[src/pkg/wspl_pkg.sv]
package wspl_pkg;
    // ------------------------------------------------------------
    // configuration offsets
    // ------------------------------------------------------------
    localparam logic [7:0] WSPL_OFS_CMD_STATUS = 8'h04;
    localparam logic [7:0] WSPL_OFS_CAP_PTR    = 8'h14;
    localparam logic [7:0] WSPL_OFS_SYS_CTRL   = 8'h80;
    localparam logic [7:0] WSPL_OFS_CARD_CTRL  = 8'h90;
    localparam logic [7:0] WSPL_OFS_BR_PM_HDR  = 8'hA0;
    localparam logic [7:0] WSPL_OFS_BR_BRIDGE_PM_CONTROL_STATUS_BLOCK  = 8'hA4;
    localparam logic [7:0] WSPL_OFS_SC_PM_HDR  = 8'h44;
    localparam logic [7:0] WSPL_OFS_SC_BRIDGE_PM_CONTROL_STATUS_BLOCK  = 8'h48;
    // ------------------------------------------------------------
    // field positions within the aligned word
    // ------------------------------------------------------------
    localparam int WSPL_BIT_IO_EN       = 0;
    localparam int WSPL_BIT_MEM_EN      = 1;
    localparam int WSPL_BIT_CAP_LIST    = 20;
    localparam int WSPL_BIT_PIN_SELECT  = 0;
    localparam int WSPL_BIT_RING_OUT_EN = 15;
    localparam int WSPL_BIT_WAKE_EN     = 8;
    localparam int WSPL_BIT_WAKE_STATUS = 15;
    localparam int WSPL_FLD_STATE_LO    = 0;
    // ------------------------------------------------------------
    // constant values
    // ------------------------------------------------------------
    localparam logic [7:0]  WSPL_PM_CAP_ID   = 8'h01;
    localparam logic [7:0]  WSPL_NEXT_NONE   = 8'h00;
    localparam logic [31:0] WSPL_ZERO_WORD   = 32'h0000_0000;
    localparam logic [1:0]  WSPL_PS_D0       = 2'h0;
    localparam logic [1:0]  WSPL_PS_D1       = 2'h1;
    localparam logic [1:0]  WSPL_PS_D2       = 2'h2;
    localparam logic [1:0]  WSPL_PS_D3       = 2'h3;
    localparam logic        WSPL_FUNC_BRIDGE = 1'h0;
    localparam logic        WSPL_FUNC_SMART  = 1'h1;

    typedef enum logic [5:0] {
        WSPL_ST_D0_UNINIT = 6'h01,
        WSPL_ST_D0_ACTIVE = 6'h02,
        WSPL_ST_D1        = 6'h04,
        WSPL_ST_D2        = 6'h08,
        WSPL_ST_D3_HOT    = 6'h10,
        WSPL_ST_D3_COLD   = 6'h20
    } wspl_pstate_e;
endpackage : wspl_pkg

[src/pkg/wspl_pm_if.sv]
`timescale 1ns/1ps
interface wspl_pm_if;
    logic       field_wr;
    logic [1:0] field_wdata;
    logic       io_en;
    logic       mem_en;
    logic       warm_reset;
    logic [1:0] power_state_field;
    logic       uninit;
    logic       d3_cold;

    modport ctrl (output field_wr, field_wdata, io_en, mem_en, warm_reset,
                  input  power_state_field, uninit, d3_cold);
    modport fsm  (input  field_wr, field_wdata, io_en, mem_en, warm_reset,
                  output power_state_field, uninit, d3_cold);
endinterface : wspl_pm_if

[src/hdl/wspl_pstate.sv]
`timescale 1ns/1ps
module wspl_pstate
    import wspl_pkg::*;
(
    input  wire logic i_clk,
    input  wire logic i_reset,
    wspl_pm_if.fsm    pm
);
    typedef struct packed {
        wspl_pstate_e st;
        logic         warm_seen;
    } wspl_pstate_s;

    wspl_pstate_s state_reg;
    wspl_pstate_s state_next;

    always_comb
    begin
        state_next           = state_reg;
        state_next.warm_seen = pm.warm_reset;
        case (state_reg.st)
            WSPL_ST_D0_UNINIT:
            begin
                if (pm.io_en && pm.mem_en)
                    state_next.st = WSPL_ST_D0_ACTIVE;
            end
            WSPL_ST_D3_COLD:
            begin
                if (state_reg.warm_seen && !pm.warm_reset)
                    state_next.st = WSPL_ST_D0_UNINIT;
            end
            default:
            begin
            end
        endcase
        if (pm.field_wr && state_reg.st != WSPL_ST_D3_COLD)
        begin
            case (pm.field_wdata)
                WSPL_PS_D1: state_next.st = WSPL_ST_D1;
                WSPL_PS_D2: state_next.st = WSPL_ST_D2;
                WSPL_PS_D3: state_next.st = WSPL_ST_D3_HOT;
                default:    state_next.st = (state_reg.st == WSPL_ST_D0_UNINIT) ? WSPL_ST_D0_UNINIT
                                                                               : WSPL_ST_D0_ACTIVE;
            endcase
        end
        // bus reset while in d3hot means main power went away
        if (pm.warm_reset)
            state_next.st = (state_reg.st == WSPL_ST_D3_HOT || state_reg.st == WSPL_ST_D3_COLD)
                            ? WSPL_ST_D3_COLD : WSPL_ST_D0_UNINIT;
    end

    always_ff @(posedge i_clk)
    begin
        if (i_reset)
        begin
            state_reg.st        <= WSPL_ST_D0_UNINIT;
            state_reg.warm_seen <= 1'b0;
        end
        else
            state_reg <= state_next;
    end

    always_comb
    begin
        case (state_reg.st)
            WSPL_ST_D1:      pm.power_state_field = WSPL_PS_D1;
            WSPL_ST_D2:      pm.power_state_field = WSPL_PS_D2;
            WSPL_ST_D3_HOT,
            WSPL_ST_D3_COLD: pm.power_state_field = WSPL_PS_D3;
            default:         pm.power_state_field = WSPL_PS_D0;
        endcase
    end

    assign pm.uninit  = (state_reg.st == WSPL_ST_D0_UNINIT);
    assign pm.d3_cold = (state_reg.st == WSPL_ST_D3_COLD);
endmodule : wspl_pstate

[src/hdl/wspl_sync.sv]
`timescale 1ns/1ps
module wspl_sync
    import wspl_pkg::*;
#(
    parameter int WIDTH = 3
)(
    input  wire logic             i_clk,
    input  wire logic             i_reset,
    input  wire logic [WIDTH-1:0] i_async,
    output logic      [WIDTH-1:0] o_sync
);
    if (WIDTH < 1)
    begin : g_bad_width
        $error("wspl_sync: WIDTH must be at least 1");
    end

    typedef struct packed {
        logic [WIDTH-1:0] stage1;
        logic [WIDTH-1:0] stage2;
    } wspl_sync_s;

    wspl_sync_s state_reg;
    wspl_sync_s state_next;

    always_comb
    begin
        state_next        = state_reg;
        state_next.stage1 = i_async;
        state_next.stage2 = state_reg.stage1;
    end

    always_ff @(posedge i_clk)
    begin
        if (i_reset)
            state_reg <= '0;
        else
            state_reg <= state_next;
    end

    assign o_sync = state_reg.stage2;
endmodule : wspl_sync

[src/hdl/wspl_top.sv]
`timescale 1ns/1ps
module wspl_top
    import wspl_pkg::*;
#(
    parameter logic [15:0] PM_CAPS_BRIDGE = 16'h0002, // capability word, value arbitrary
    parameter logic [15:0] PM_CAPS_SMART  = 16'h0002  // capability word, value arbitrary
)(
    input  wire logic        i_clk,
    input  wire logic        i_reset,
    input  wire logic        i_warm_bus_reset,
    input  wire logic        i_card_ring_n,
    input  wire logic        i_card_wake_request,
    input  wire logic        i_card_is_16bit,
    input  wire logic        i_card_powered,
    input  wire logic        i_ring_source_enable,
    input  wire logic        i_status_change_mask,
    input  wire logic        i_ring_alt_pin_four,
    input  wire logic        i_cfg_func,
    input  wire logic        i_cfg_rd,
    input  wire logic        i_cfg_wr,
    input  wire logic [7:0]  i_cfg_addr,
    input  wire logic [3:0]  i_cfg_be,
    input  wire logic [31:0] i_cfg_wdata,
    output logic [31:0]      o_cfg_rdata,
    output logic             o_cfg_ack,
    output logic             o_ring_wake_output_n,
    output logic             o_multipurpose_pin_two_n,
    output logic             o_multipurpose_pin_four_n,
    output logic [1:0]       o_bus_power_state
);
    // ------------------------------------------------------------
    // elaboration checks
    // ------------------------------------------------------------
    if (WSPL_BIT_CAP_LIST > 31 || WSPL_BIT_RING_OUT_EN > 31 || WSPL_BIT_WAKE_STATUS > 31)
    begin : g_bad_field
        $error("wspl_top: field position outside the configuration word");
    end

    // ------------------------------------------------------------
    // pin synchronisers and power state tracker
    // ------------------------------------------------------------
    // synchroniser lanes: warm reset, ring, card wake
    localparam int PIN_COUNT = 3;
    localparam int PIN_WARM  = 2;
    localparam int PIN_RING  = 1;
    localparam int PIN_WAKE  = 0;

    logic [PIN_COUNT-1:0] pins_sync;
    logic                 warm_s;
    logic                 ring_s;
    logic                 wake_s;

    wspl_sync #(.WIDTH(PIN_COUNT)) u_sync (
        .i_clk   (i_clk),
        .i_reset (i_reset),
        .i_async ({i_warm_bus_reset, ~i_card_ring_n, i_card_wake_request}),
        .o_sync  (pins_sync)
    );
    assign warm_s = pins_sync[PIN_WARM];
    assign ring_s = pins_sync[PIN_RING];
    assign wake_s = pins_sync[PIN_WAKE];

    wspl_pm_if pm ();

    wspl_pstate u_pstate (
        .i_clk   (i_clk),
        .i_reset (i_reset),
        .pm      (pm)
    );

    // ------------------------------------------------------------
    // state
    // ------------------------------------------------------------
    typedef struct packed {
        logic        io_en;
        logic        mem_en;
        logic        pin_select;
        logic        ring_out_en;
        logic        wake_en;
        logic        wake_status;
        logic        sc_io_en;
        logic        sc_mem_en;
        logic        sc_d3;
        logic        sc_wake_en;
        logic        sc_wake_status;
        logic [31:0] rdata;
        logic        ack;
        logic        ring_pin_n;
        logic        two_n;
        logic        four_n;
        logic [1:0]  bus_state;
    } wspl_top_s;

    wspl_top_s state_reg;
    wspl_top_s state_next;

    logic        src_ring16;
    logic        src_cb_wake;
    logic        src_cb_change;
    logic        ring_active;
    logic        wake_active;
    logic        sc_wake_active;
    logic        acc_bridge;
    logic [31:0] rd_word;
    logic        wr_b0;
    logic        wr_b1;

    // ------------------------------------------------------------
    // wake sources
    // ------------------------------------------------------------
    assign src_ring16    = i_card_is_16bit && i_card_powered && ring_s && i_ring_source_enable;
    assign src_cb_wake   = !i_card_is_16bit && !i_card_powered && wake_s && i_status_change_mask;
    assign src_cb_change = !i_card_is_16bit && i_card_powered && wake_s && i_status_change_mask;
    assign ring_active   = state_reg.ring_out_en && (src_ring16 || src_cb_wake || src_cb_change);
    assign wake_active   = state_reg.wake_en && state_reg.wake_status && !pm.uninit;
    assign sc_wake_active = state_reg.sc_wake_en && state_reg.sc_wake_status;

    // ------------------------------------------------------------
    // configuration read decode
    // ------------------------------------------------------------
    assign acc_bridge = (i_cfg_func == WSPL_FUNC_BRIDGE);
    assign wr_b0      = i_cfg_wr && i_cfg_be[0];
    assign wr_b1      = i_cfg_wr && i_cfg_be[1];

    always_comb
    begin
        rd_word = WSPL_ZERO_WORD;
        if (i_cfg_addr == WSPL_OFS_CMD_STATUS)
        begin
            rd_word[WSPL_BIT_CAP_LIST] = 1'b1;
            rd_word[WSPL_BIT_IO_EN]    = acc_bridge ? state_reg.io_en : state_reg.sc_io_en;
            rd_word[WSPL_BIT_MEM_EN]   = acc_bridge ? state_reg.mem_en : state_reg.sc_mem_en;
        end
        else if (acc_bridge)
        begin
            case (i_cfg_addr)
                WSPL_OFS_CAP_PTR:   rd_word[7:0] = WSPL_OFS_BR_PM_HDR;
                WSPL_OFS_SYS_CTRL:  rd_word[WSPL_BIT_PIN_SELECT] = state_reg.pin_select;
                WSPL_OFS_CARD_CTRL: rd_word[WSPL_BIT_RING_OUT_EN] = state_reg.ring_out_en;
                WSPL_OFS_BR_PM_HDR: rd_word = {PM_CAPS_BRIDGE, WSPL_NEXT_NONE, WSPL_PM_CAP_ID};
                WSPL_OFS_BR_BRIDGE_PM_CONTROL_STATUS_BLOCK:
                begin
                    rd_word[WSPL_BIT_WAKE_STATUS]            = state_reg.wake_status;
                    rd_word[WSPL_BIT_WAKE_EN]                = state_reg.wake_en;
                    rd_word[WSPL_FLD_STATE_LO +: 2]          = pm.power_state_field;
                end
                default:            rd_word = WSPL_ZERO_WORD;
            endcase
        end
        else
        begin
            case (i_cfg_addr)
                WSPL_OFS_SC_PM_HDR: rd_word = {PM_CAPS_SMART, WSPL_NEXT_NONE, WSPL_PM_CAP_ID};
                WSPL_OFS_SC_BRIDGE_PM_CONTROL_STATUS_BLOCK:
                begin
                    rd_word[WSPL_BIT_WAKE_STATUS]   = state_reg.sc_wake_status;
                    rd_word[WSPL_BIT_WAKE_EN]       = state_reg.sc_wake_en;
                    rd_word[WSPL_FLD_STATE_LO +: 2] = state_reg.sc_d3 ? WSPL_PS_D3 : WSPL_PS_D0;
                end
                default:            rd_word = WSPL_ZERO_WORD;
            endcase
        end
    end

    // ------------------------------------------------------------
    // power tracker hookup
    // ------------------------------------------------------------
    assign pm.io_en       = state_reg.io_en;
    assign pm.mem_en      = state_reg.mem_en;
    assign pm.warm_reset  = warm_s;
    assign pm.field_wr    = wr_b0 && acc_bridge && (i_cfg_addr == WSPL_OFS_BR_BRIDGE_PM_CONTROL_STATUS_BLOCK);
    assign pm.field_wdata = i_cfg_wdata[WSPL_FLD_STATE_LO +: 2];

    // ------------------------------------------------------------
    // next state
    // ------------------------------------------------------------
    always_comb
    begin
        state_next       = state_reg;
        state_next.ack   = i_cfg_rd || i_cfg_wr;
        state_next.rdata = i_cfg_rd ? rd_word : WSPL_ZERO_WORD;

        if (wr_b0 && i_cfg_addr == WSPL_OFS_CMD_STATUS)
        begin
            if (acc_bridge)
            begin
                state_next.io_en  = i_cfg_wdata[WSPL_BIT_IO_EN];
                state_next.mem_en = i_cfg_wdata[WSPL_BIT_MEM_EN];
            end
            else
            begin
                state_next.sc_io_en  = i_cfg_wdata[WSPL_BIT_IO_EN];
                state_next.sc_mem_en = i_cfg_wdata[WSPL_BIT_MEM_EN];
            end
        end
        if (acc_bridge)
        begin
            if (wr_b0 && i_cfg_addr == WSPL_OFS_SYS_CTRL)
                state_next.pin_select = i_cfg_wdata[WSPL_BIT_PIN_SELECT];
            if (wr_b1 && i_cfg_addr == WSPL_OFS_CARD_CTRL)
                state_next.ring_out_en = i_cfg_wdata[WSPL_BIT_RING_OUT_EN];
            if (wr_b1 && i_cfg_addr == WSPL_OFS_BR_BRIDGE_PM_CONTROL_STATUS_BLOCK)
            begin
                state_next.wake_en = i_cfg_wdata[WSPL_BIT_WAKE_EN];
                if (i_cfg_wdata[WSPL_BIT_WAKE_STATUS])
                    state_next.wake_status = 1'b0;
            end
        end
        else if (i_cfg_addr == WSPL_OFS_SC_BRIDGE_PM_CONTROL_STATUS_BLOCK)
        begin
            // d1 and d2 codes are not supported and leave the state alone
            if (wr_b0 && i_cfg_wdata[WSPL_FLD_STATE_LO +: 2] == WSPL_PS_D0)
                state_next.sc_d3 = 1'b0;
            if (wr_b0 && i_cfg_wdata[WSPL_FLD_STATE_LO +: 2] == WSPL_PS_D3)
                state_next.sc_d3 = 1'b1;
            if (wr_b1)
            begin
                state_next.sc_wake_en = i_cfg_wdata[WSPL_BIT_WAKE_EN];
                if (i_cfg_wdata[WSPL_BIT_WAKE_STATUS])
                    state_next.sc_wake_status = 1'b0;
            end
        end

        // warm reset clears command bits; bridge wake status only when not armed, smart card wake status never
        if (warm_s)
        begin
            state_next.io_en     = 1'b0;
            state_next.mem_en    = 1'b0;
            state_next.sc_io_en  = 1'b0;
            state_next.sc_mem_en = 1'b0;
            if (!state_reg.wake_en)
                state_next.wake_status = 1'b0;
        end

        // hardware set wins over software clear
        if ((src_ring16 || src_cb_wake || src_cb_change) && !pm.uninit)
            state_next.wake_status = 1'b1;

        // pin routing
        if (!state_reg.pin_select)
        begin
            // ring owns the combined pin whenever it is enabled, so wake events never show there
            if (state_reg.ring_out_en)
                state_next.ring_pin_n = !ring_active;
            else
                state_next.ring_pin_n = !(wake_active || sc_wake_active);
            state_next.two_n      = 1'b1;
            state_next.four_n     = 1'b1;
        end
        else
        begin
            state_next.ring_pin_n = !(wake_active || sc_wake_active);
            state_next.two_n      = !(ring_active && !i_ring_alt_pin_four);
            state_next.four_n     = !(ring_active && i_ring_alt_pin_four);
        end

        state_next.bus_state = pm.power_state_field;
    end

    always_ff @(posedge i_clk)
    begin
        if (i_reset)
        begin
            state_reg            <= '0;
            state_reg.ring_pin_n <= 1'b1;
            state_reg.two_n      <= 1'b1;
            state_reg.four_n     <= 1'b1;
        end
        else
            state_reg <= state_next;
    end

    // ------------------------------------------------------------
    // outputs
    // ------------------------------------------------------------
    assign o_cfg_rdata               = state_reg.rdata;
    assign o_cfg_ack                 = state_reg.ack;
    assign o_ring_wake_output_n      = state_reg.ring_pin_n;
    assign o_multipurpose_pin_two_n  = state_reg.two_n;
    assign o_multipurpose_pin_four_n = state_reg.four_n;
    assign o_bus_power_state         = state_reg.bus_state;
endmodule : wspl_top

[config.mk]
export PLATFORM = sky130hd
export DESIGN_NAME = wspl_top
export DESIGN_NICKNAME = d
export VERILOG_FILES = /design/src/pkg/wspl_pkg.sv /design/src/pkg/wspl_pm_if.sv /design/src/hdl/wspl_pstate.sv /design/src/hdl/wspl_sync.sv /design/src/hdl/wspl_top.sv
export SDC_FILE = /design/constraint.sdc
export NUM_CORES = 1
export LEC_CHECK = 0
export BUFFER_PORTS_ARGS = -buffer_cell sky130_fd_sc_hd__clkbuf_2
export CORE_UTILIZATION = 46
export DETAILED_ROUTE_END_ITERATION = 7
export PLACE_DENSITY_LB_ADDON = 0.15
export SETUP_SLACK_MARGIN = 0.4
export SLEW_MARGIN = 0
export SYNTH_ARGS = -nofsm -noshare
export SYNTH_HDL_FRONTEND = slang
export SYNTH_HIERARCHICAL = 1
export SYNTH_SLANG_ARGS = --single-unit
[constraint.sdc]
create_clock -name i_clk -period 2.8 [get_ports i_clk]
set_input_delay 0.56 -clock i_clk [delete_from_list [all_inputs] [get_ports i_clk]]
set_output_delay 0.56 -clock i_clk [all_outputs]
set_load 0.05 [all_outputs]
==> results of run 1 <==
## through the flow
stage	power [mW]	area, µm²	hold slack, ps	instances
after floorplan	0.667	2030	414	245
after global placement	0.682	2020	418	298
after detailed placement	0.682	2020	420	298
after CTS	1.14	2130	416	306
after global routing	1.18	2130	423	306
final	1.13	2130	426	306
## metal layers
metal | track usage [%] | part of all wire, % | vias up
met1 | 26.1 | 47 | 716
li1 | - | - | 805
met5 | 0 | 0 | -
met3 | 5.31 | 6.8 | 8
met2 | 30.7 | 45 | 66
met4 | 6.38 | 1.4 | 0
## path summary, 6_finish.rpt
| kind | startpoint | endpoint | slack (ps) | cells after the start |
|---|---|---|---|---|
| max reg2reg | u_pstate/state_reg[5] | o_cfg_rdata[0] | 890 | 7 |
| min | i_ring_alt_pin_four | o_multipurpose_pin_four_n | 430 | 2 |
| min reg2reg | u_sync/state_next[2] | u_sync/o_sync[2] | 440 | 1 |
| max | i_cfg_addr[1] | u_pstate/state_reg[1] | 770 | 8 |
## where the power goes
group          switching, mW  internal [mW]  total [mW]
clock network          0.193          0.264       0.457
registers            0.00394          0.518       0.522
logic                  0.117         0.0317       0.149
## cell type report
class	instances	area share [%]
Sequential cell	36	33.8
Tap cell	50	2.93
Clock inverter	3	1.99
Multi-Input combinational cell	160	46.2
Timing Repair Buffer	42	10.1
Clock buffer	5	3.22
Inverter	10	1.76
==> results.yml, run 1 <==
global_route:
  grt_antenna_before_repair: 0
  grt_overflow: 0
  grt_max_degree: 27
  grt_pass1_wl_mm: 6.64
  grt_use_total_pct: 19.7
  grt_pass1_vias: 1459
cells_and_area:
  n_antenna_cell: 0
  final_common_cell: "clkbuf_2"
  final_cell_mix: "clkbuf_2, dfxtp_1, conb_1"
  multi_input_area_um2: 987
  largest_register_ff_count: 8
  syn2layout_area_growth_pct: 9.85
  fill_cells: 406
  seqCellArea_um2: 721
  drive_gt1_share_pct: 22.7
  nets: 312
  utilization_pct: 53.0
floorplan:
  boundaryPins: 95
  die_x_um: 67.0
  num_rows: 23
  start_util_pct: 48.2
  dieArea_mm2: 0.00449
  die_h_um: 67.0
  core_area_mm2: 0.00403
critical_path:
  worstSetupPathType: "in -> reg"
  worstPathRequired_ps: 3030
  setup.worst_path.end_class: "register"
  crit_path_cell_trace: "clkbuf_2, or4b_4, nor3_1, buf_4, nor3b_1, nand3_1, a32oi_1, a311o_1"
  critPathMaxFanout: 8
  critical_path.top_delay_family: "simple AND/OR/NAND/NOR gates"
  cp_slowest_cell: "or4b_4"
  cp_slowest_stage_delay_ps: 590
  critPathBufInv: 2
  critical_path_arrival_ps: 2250
  critPathLaunchType: "primary input"
detailed_routing:
  drc: 0
  drtAntennaViolNets: 0
  firstDrtPassIters: 4
  wirelength_mm: 3.91
  routed_via_density: 5.21
  wl_per_cell_um: 12.8
  first_iter_violations: 132
  via_count: 1595
clocking:
  postCtsSetupBuffers: 0
  clock_path_buffers: 2
  hold_buffers: 0
  clock_latency_ps: 280
  clkTransAtPathRegs_ps: 80
  cts_tree: "yes"
  root_buffer: "clkbuf_8"
  cts_buffers: 5
  cts_resized: 0
  cts_sinks: 36
  cts_max_level: 2
power:
  peakVddDrop_v: 0.000290
  power_density_mw_per_mm2: 528
  total_leakage_power_nw: 0.865
timing:
  finalSetupViolations: 0
  tightestPinTransition_ps: 666
  tns_ps: 0
  rsz0062_at_grt: "false"
  drv_slew: 0
  fmax_ghz: 0.494
  hold_violations: 0
  setup_ws_ps: 774
  fin_skew_ps: 3.87
  fin_crit_sh_pct: 72.4
  slew_headroom_pct: 55.2
  fin_crit_ps: 2030
logic_synthesis:
  synth_warnings: 6
  syn_area_mm2: 0.00194
  netlist_instances: 222
  syn_avg_cell_area_um2: 8.75
hold_path:
  worstHoldPathType: "in -> reg"
job:
  max-cap-violations: 0
placement:
  dp_hpwl_mm: 2.92
  numPortBuffers: 40
  dp_slack_ps: 474
  gp_congestion: 0.895
outcome:
  status: "completed"
Note: power is estimated with default switching activity, not from simulation.
==> run 2, diff against run 1 <==
- clock period: 2.8 -> 2.03 ns (I/O delays scaled with it)
==> results.yml, run 2 (synthesis results as in run 1) <==
outcome:
  status: "completed"
power:
  power_density_mw_per_mm2: 688
  p_sw_share_pct: 27.5
  clock_power_share_pct: 39.6
  total_leakage_power_nw: 0.934
  peakVddDrop_v: 0.000359
  p_int_mw: 1.13
  switchingPower_uw: 430
  seq_power_share_pct: 46.0
  combPwrFrac_pct: 14.4
timing:
  hold_violations: 0
  timing.hold.ws_ps: 270
  fin_crit_sh_pct: 82.8
  fin_skew_ps: 2.45
  drv_slew: 0
  setup_ws_ps: 350
  rsz0062_at_grt: "true"
  fmax_ghz: 0.595
  tns_ps: 0
  finalSetupViolations: 0
  fin_crit_ps: 1680
floorplan:
  boundaryPins: 95
  die_h_um: 67.0
  die_x_um: 67.0
  core_area_mm2: 0.00403
  start_util_pct: 48.2
  num_rows: 23
  dieArea_mm2: 0.00449
placement:
  numPortBuffers: 40
  gp_congestion: 0.922
  dp_slack_ps: 41.8
  dp_hpwl_mm: 2.99
critical_path:
  cp_slowest_stage_delay_ps: 580
  cpMostUsedCell: "or4b_4"
  cp.depth: 5
  critical_path_arrival_ps: 1890
  critical_path.top_delay_family: "simple AND/OR/NAND/NOR gates"
  critPathBufInv: 1
  cp_slowest_cell: "or4b_4"
  setup.worst_path.end_class: "register"
  critPathLaunchType: "primary input"
  crit_path_cell_trace: "buf_6, or4b_4, or4b_4, mux2i_1, nor3_1"
  worstSetupPathType: "in -> reg"
  worstPathRequired_ps: 2240
  worstRegToRegCells: 4
  critPathMaxFanout: 5
global_route:
  grt_use_total_pct: 19.6
  grt_antenna_before_repair: 0
  grt_max_degree: 27
  grt_pass1_wl_mm: 6.35
  grt_overflow: 0
  grt_pass1_vias: 1326
hold_path:
  hold_depth: 2
  worstHoldPathType: "in -> reg"
cells_and_area:
  drive_gt1_share_pct: 28.3
  largest_register_ff_count: 8
  n_antenna_cell: 0
  final_common_cell: "clkbuf_2"
  nets: 321
  utilization_pct: 56.3
  syn2layout_area_growth_pct: 16.7
  final_cell_mix: "clkbuf_2, dfxtp_1, conb_1"
clocking:
  clkTransAtPathRegs_ps: 70
  cts_buffers: 5
  clock_path_buffers: 2
  root_buffer: "clkbuf_8"
  cts_tree: "yes"
  clock_latency_ps: 290
  cts_sinks: 36
  cts_max_level: 2
detailed_routing:
  drc: 0
  wirelength_mm: 4.14
  wl_per_cell_um: 13.1
  routed_via_density: 5.22
  via_count: 1644
  drtAntennaViolNets: 0
  first_iter_violations: 118
  firstDrtPassIters: 4
job:
  max-cap-violations: 0
==> run 2: cell types whose count changed in the layout (fill, tap and decap cells not counted), moves of 2 or more <==
cell      previous run  this run
buf_4                2        12
clkbuf_2            40        37
nor4_1               9         6
nor4_2               1         4
dfxtp_1             36        34
==> run 2: repair_timing <==
| action | CTS | global route |
|---|---|---|
| endpoints found under the setup margin | 4 | 12 |
| resized for setup | 3 | 9 |
| hold buffers | 0 | 0 |
| pin swaps | 0 | 2 |
| setup buffers | 3 | 0 |
==> run 2: layout make-up <==
class                      count  area, µm²
tap                           50       62.6
fill                         385       1760
multi-input combinational    160       1030
inverter                      10       37.5
sequential                    36        726
clock inverter                 2       35.0
clock buffer                   6       72.6
timing repair buffer          51        300
==> run 2: metal layers <==
metal | part of all wire [%] | track usage (%)
met4 | 2.3 | 7.98
met3 | 7.0 | 5.14
met5 | 0 | 0
met2 | 46 | 29.7
met1 | 44 | 26.2
==> run 2: stage by stage <==
step	std cells	total power [mW]	cell area [µm²]
floorplan	245	0.922	2050
global placement	304	0.947	2090
detailed placement	304	0.947	2090
CTS	315	1.57	2230
global route	315	1.63	2270
finish	315	1.56	2270
==> run 2: power groups by stage <==
stage	Combinational (mW)	Clock (mW)	Sequential (mW)
finish	0.224	0.619	0.719
global route	0.239	0.671	0.719
CTS	0.217	0.637	0.720
detailed placement	0.211	0	0.736
global placement	0.211	0	0.736
floorplan	0.183	0	0.739
==> run 2: worst paths after layout <==
check / slack, ps / from / end
setup / recovery: 350 / i_cfg_addr[3] / state_reg[41]
hold / removal: 270 / i_ring_alt_pin_four / o_multipurpose_pin_four_n
setup reg to reg: 400 / u_pstate/state_reg[5] / u_pstate/state_reg[1]
hold reg to reg: 440 / u_sync/state_next[2] / u_sync/o_sync[2]
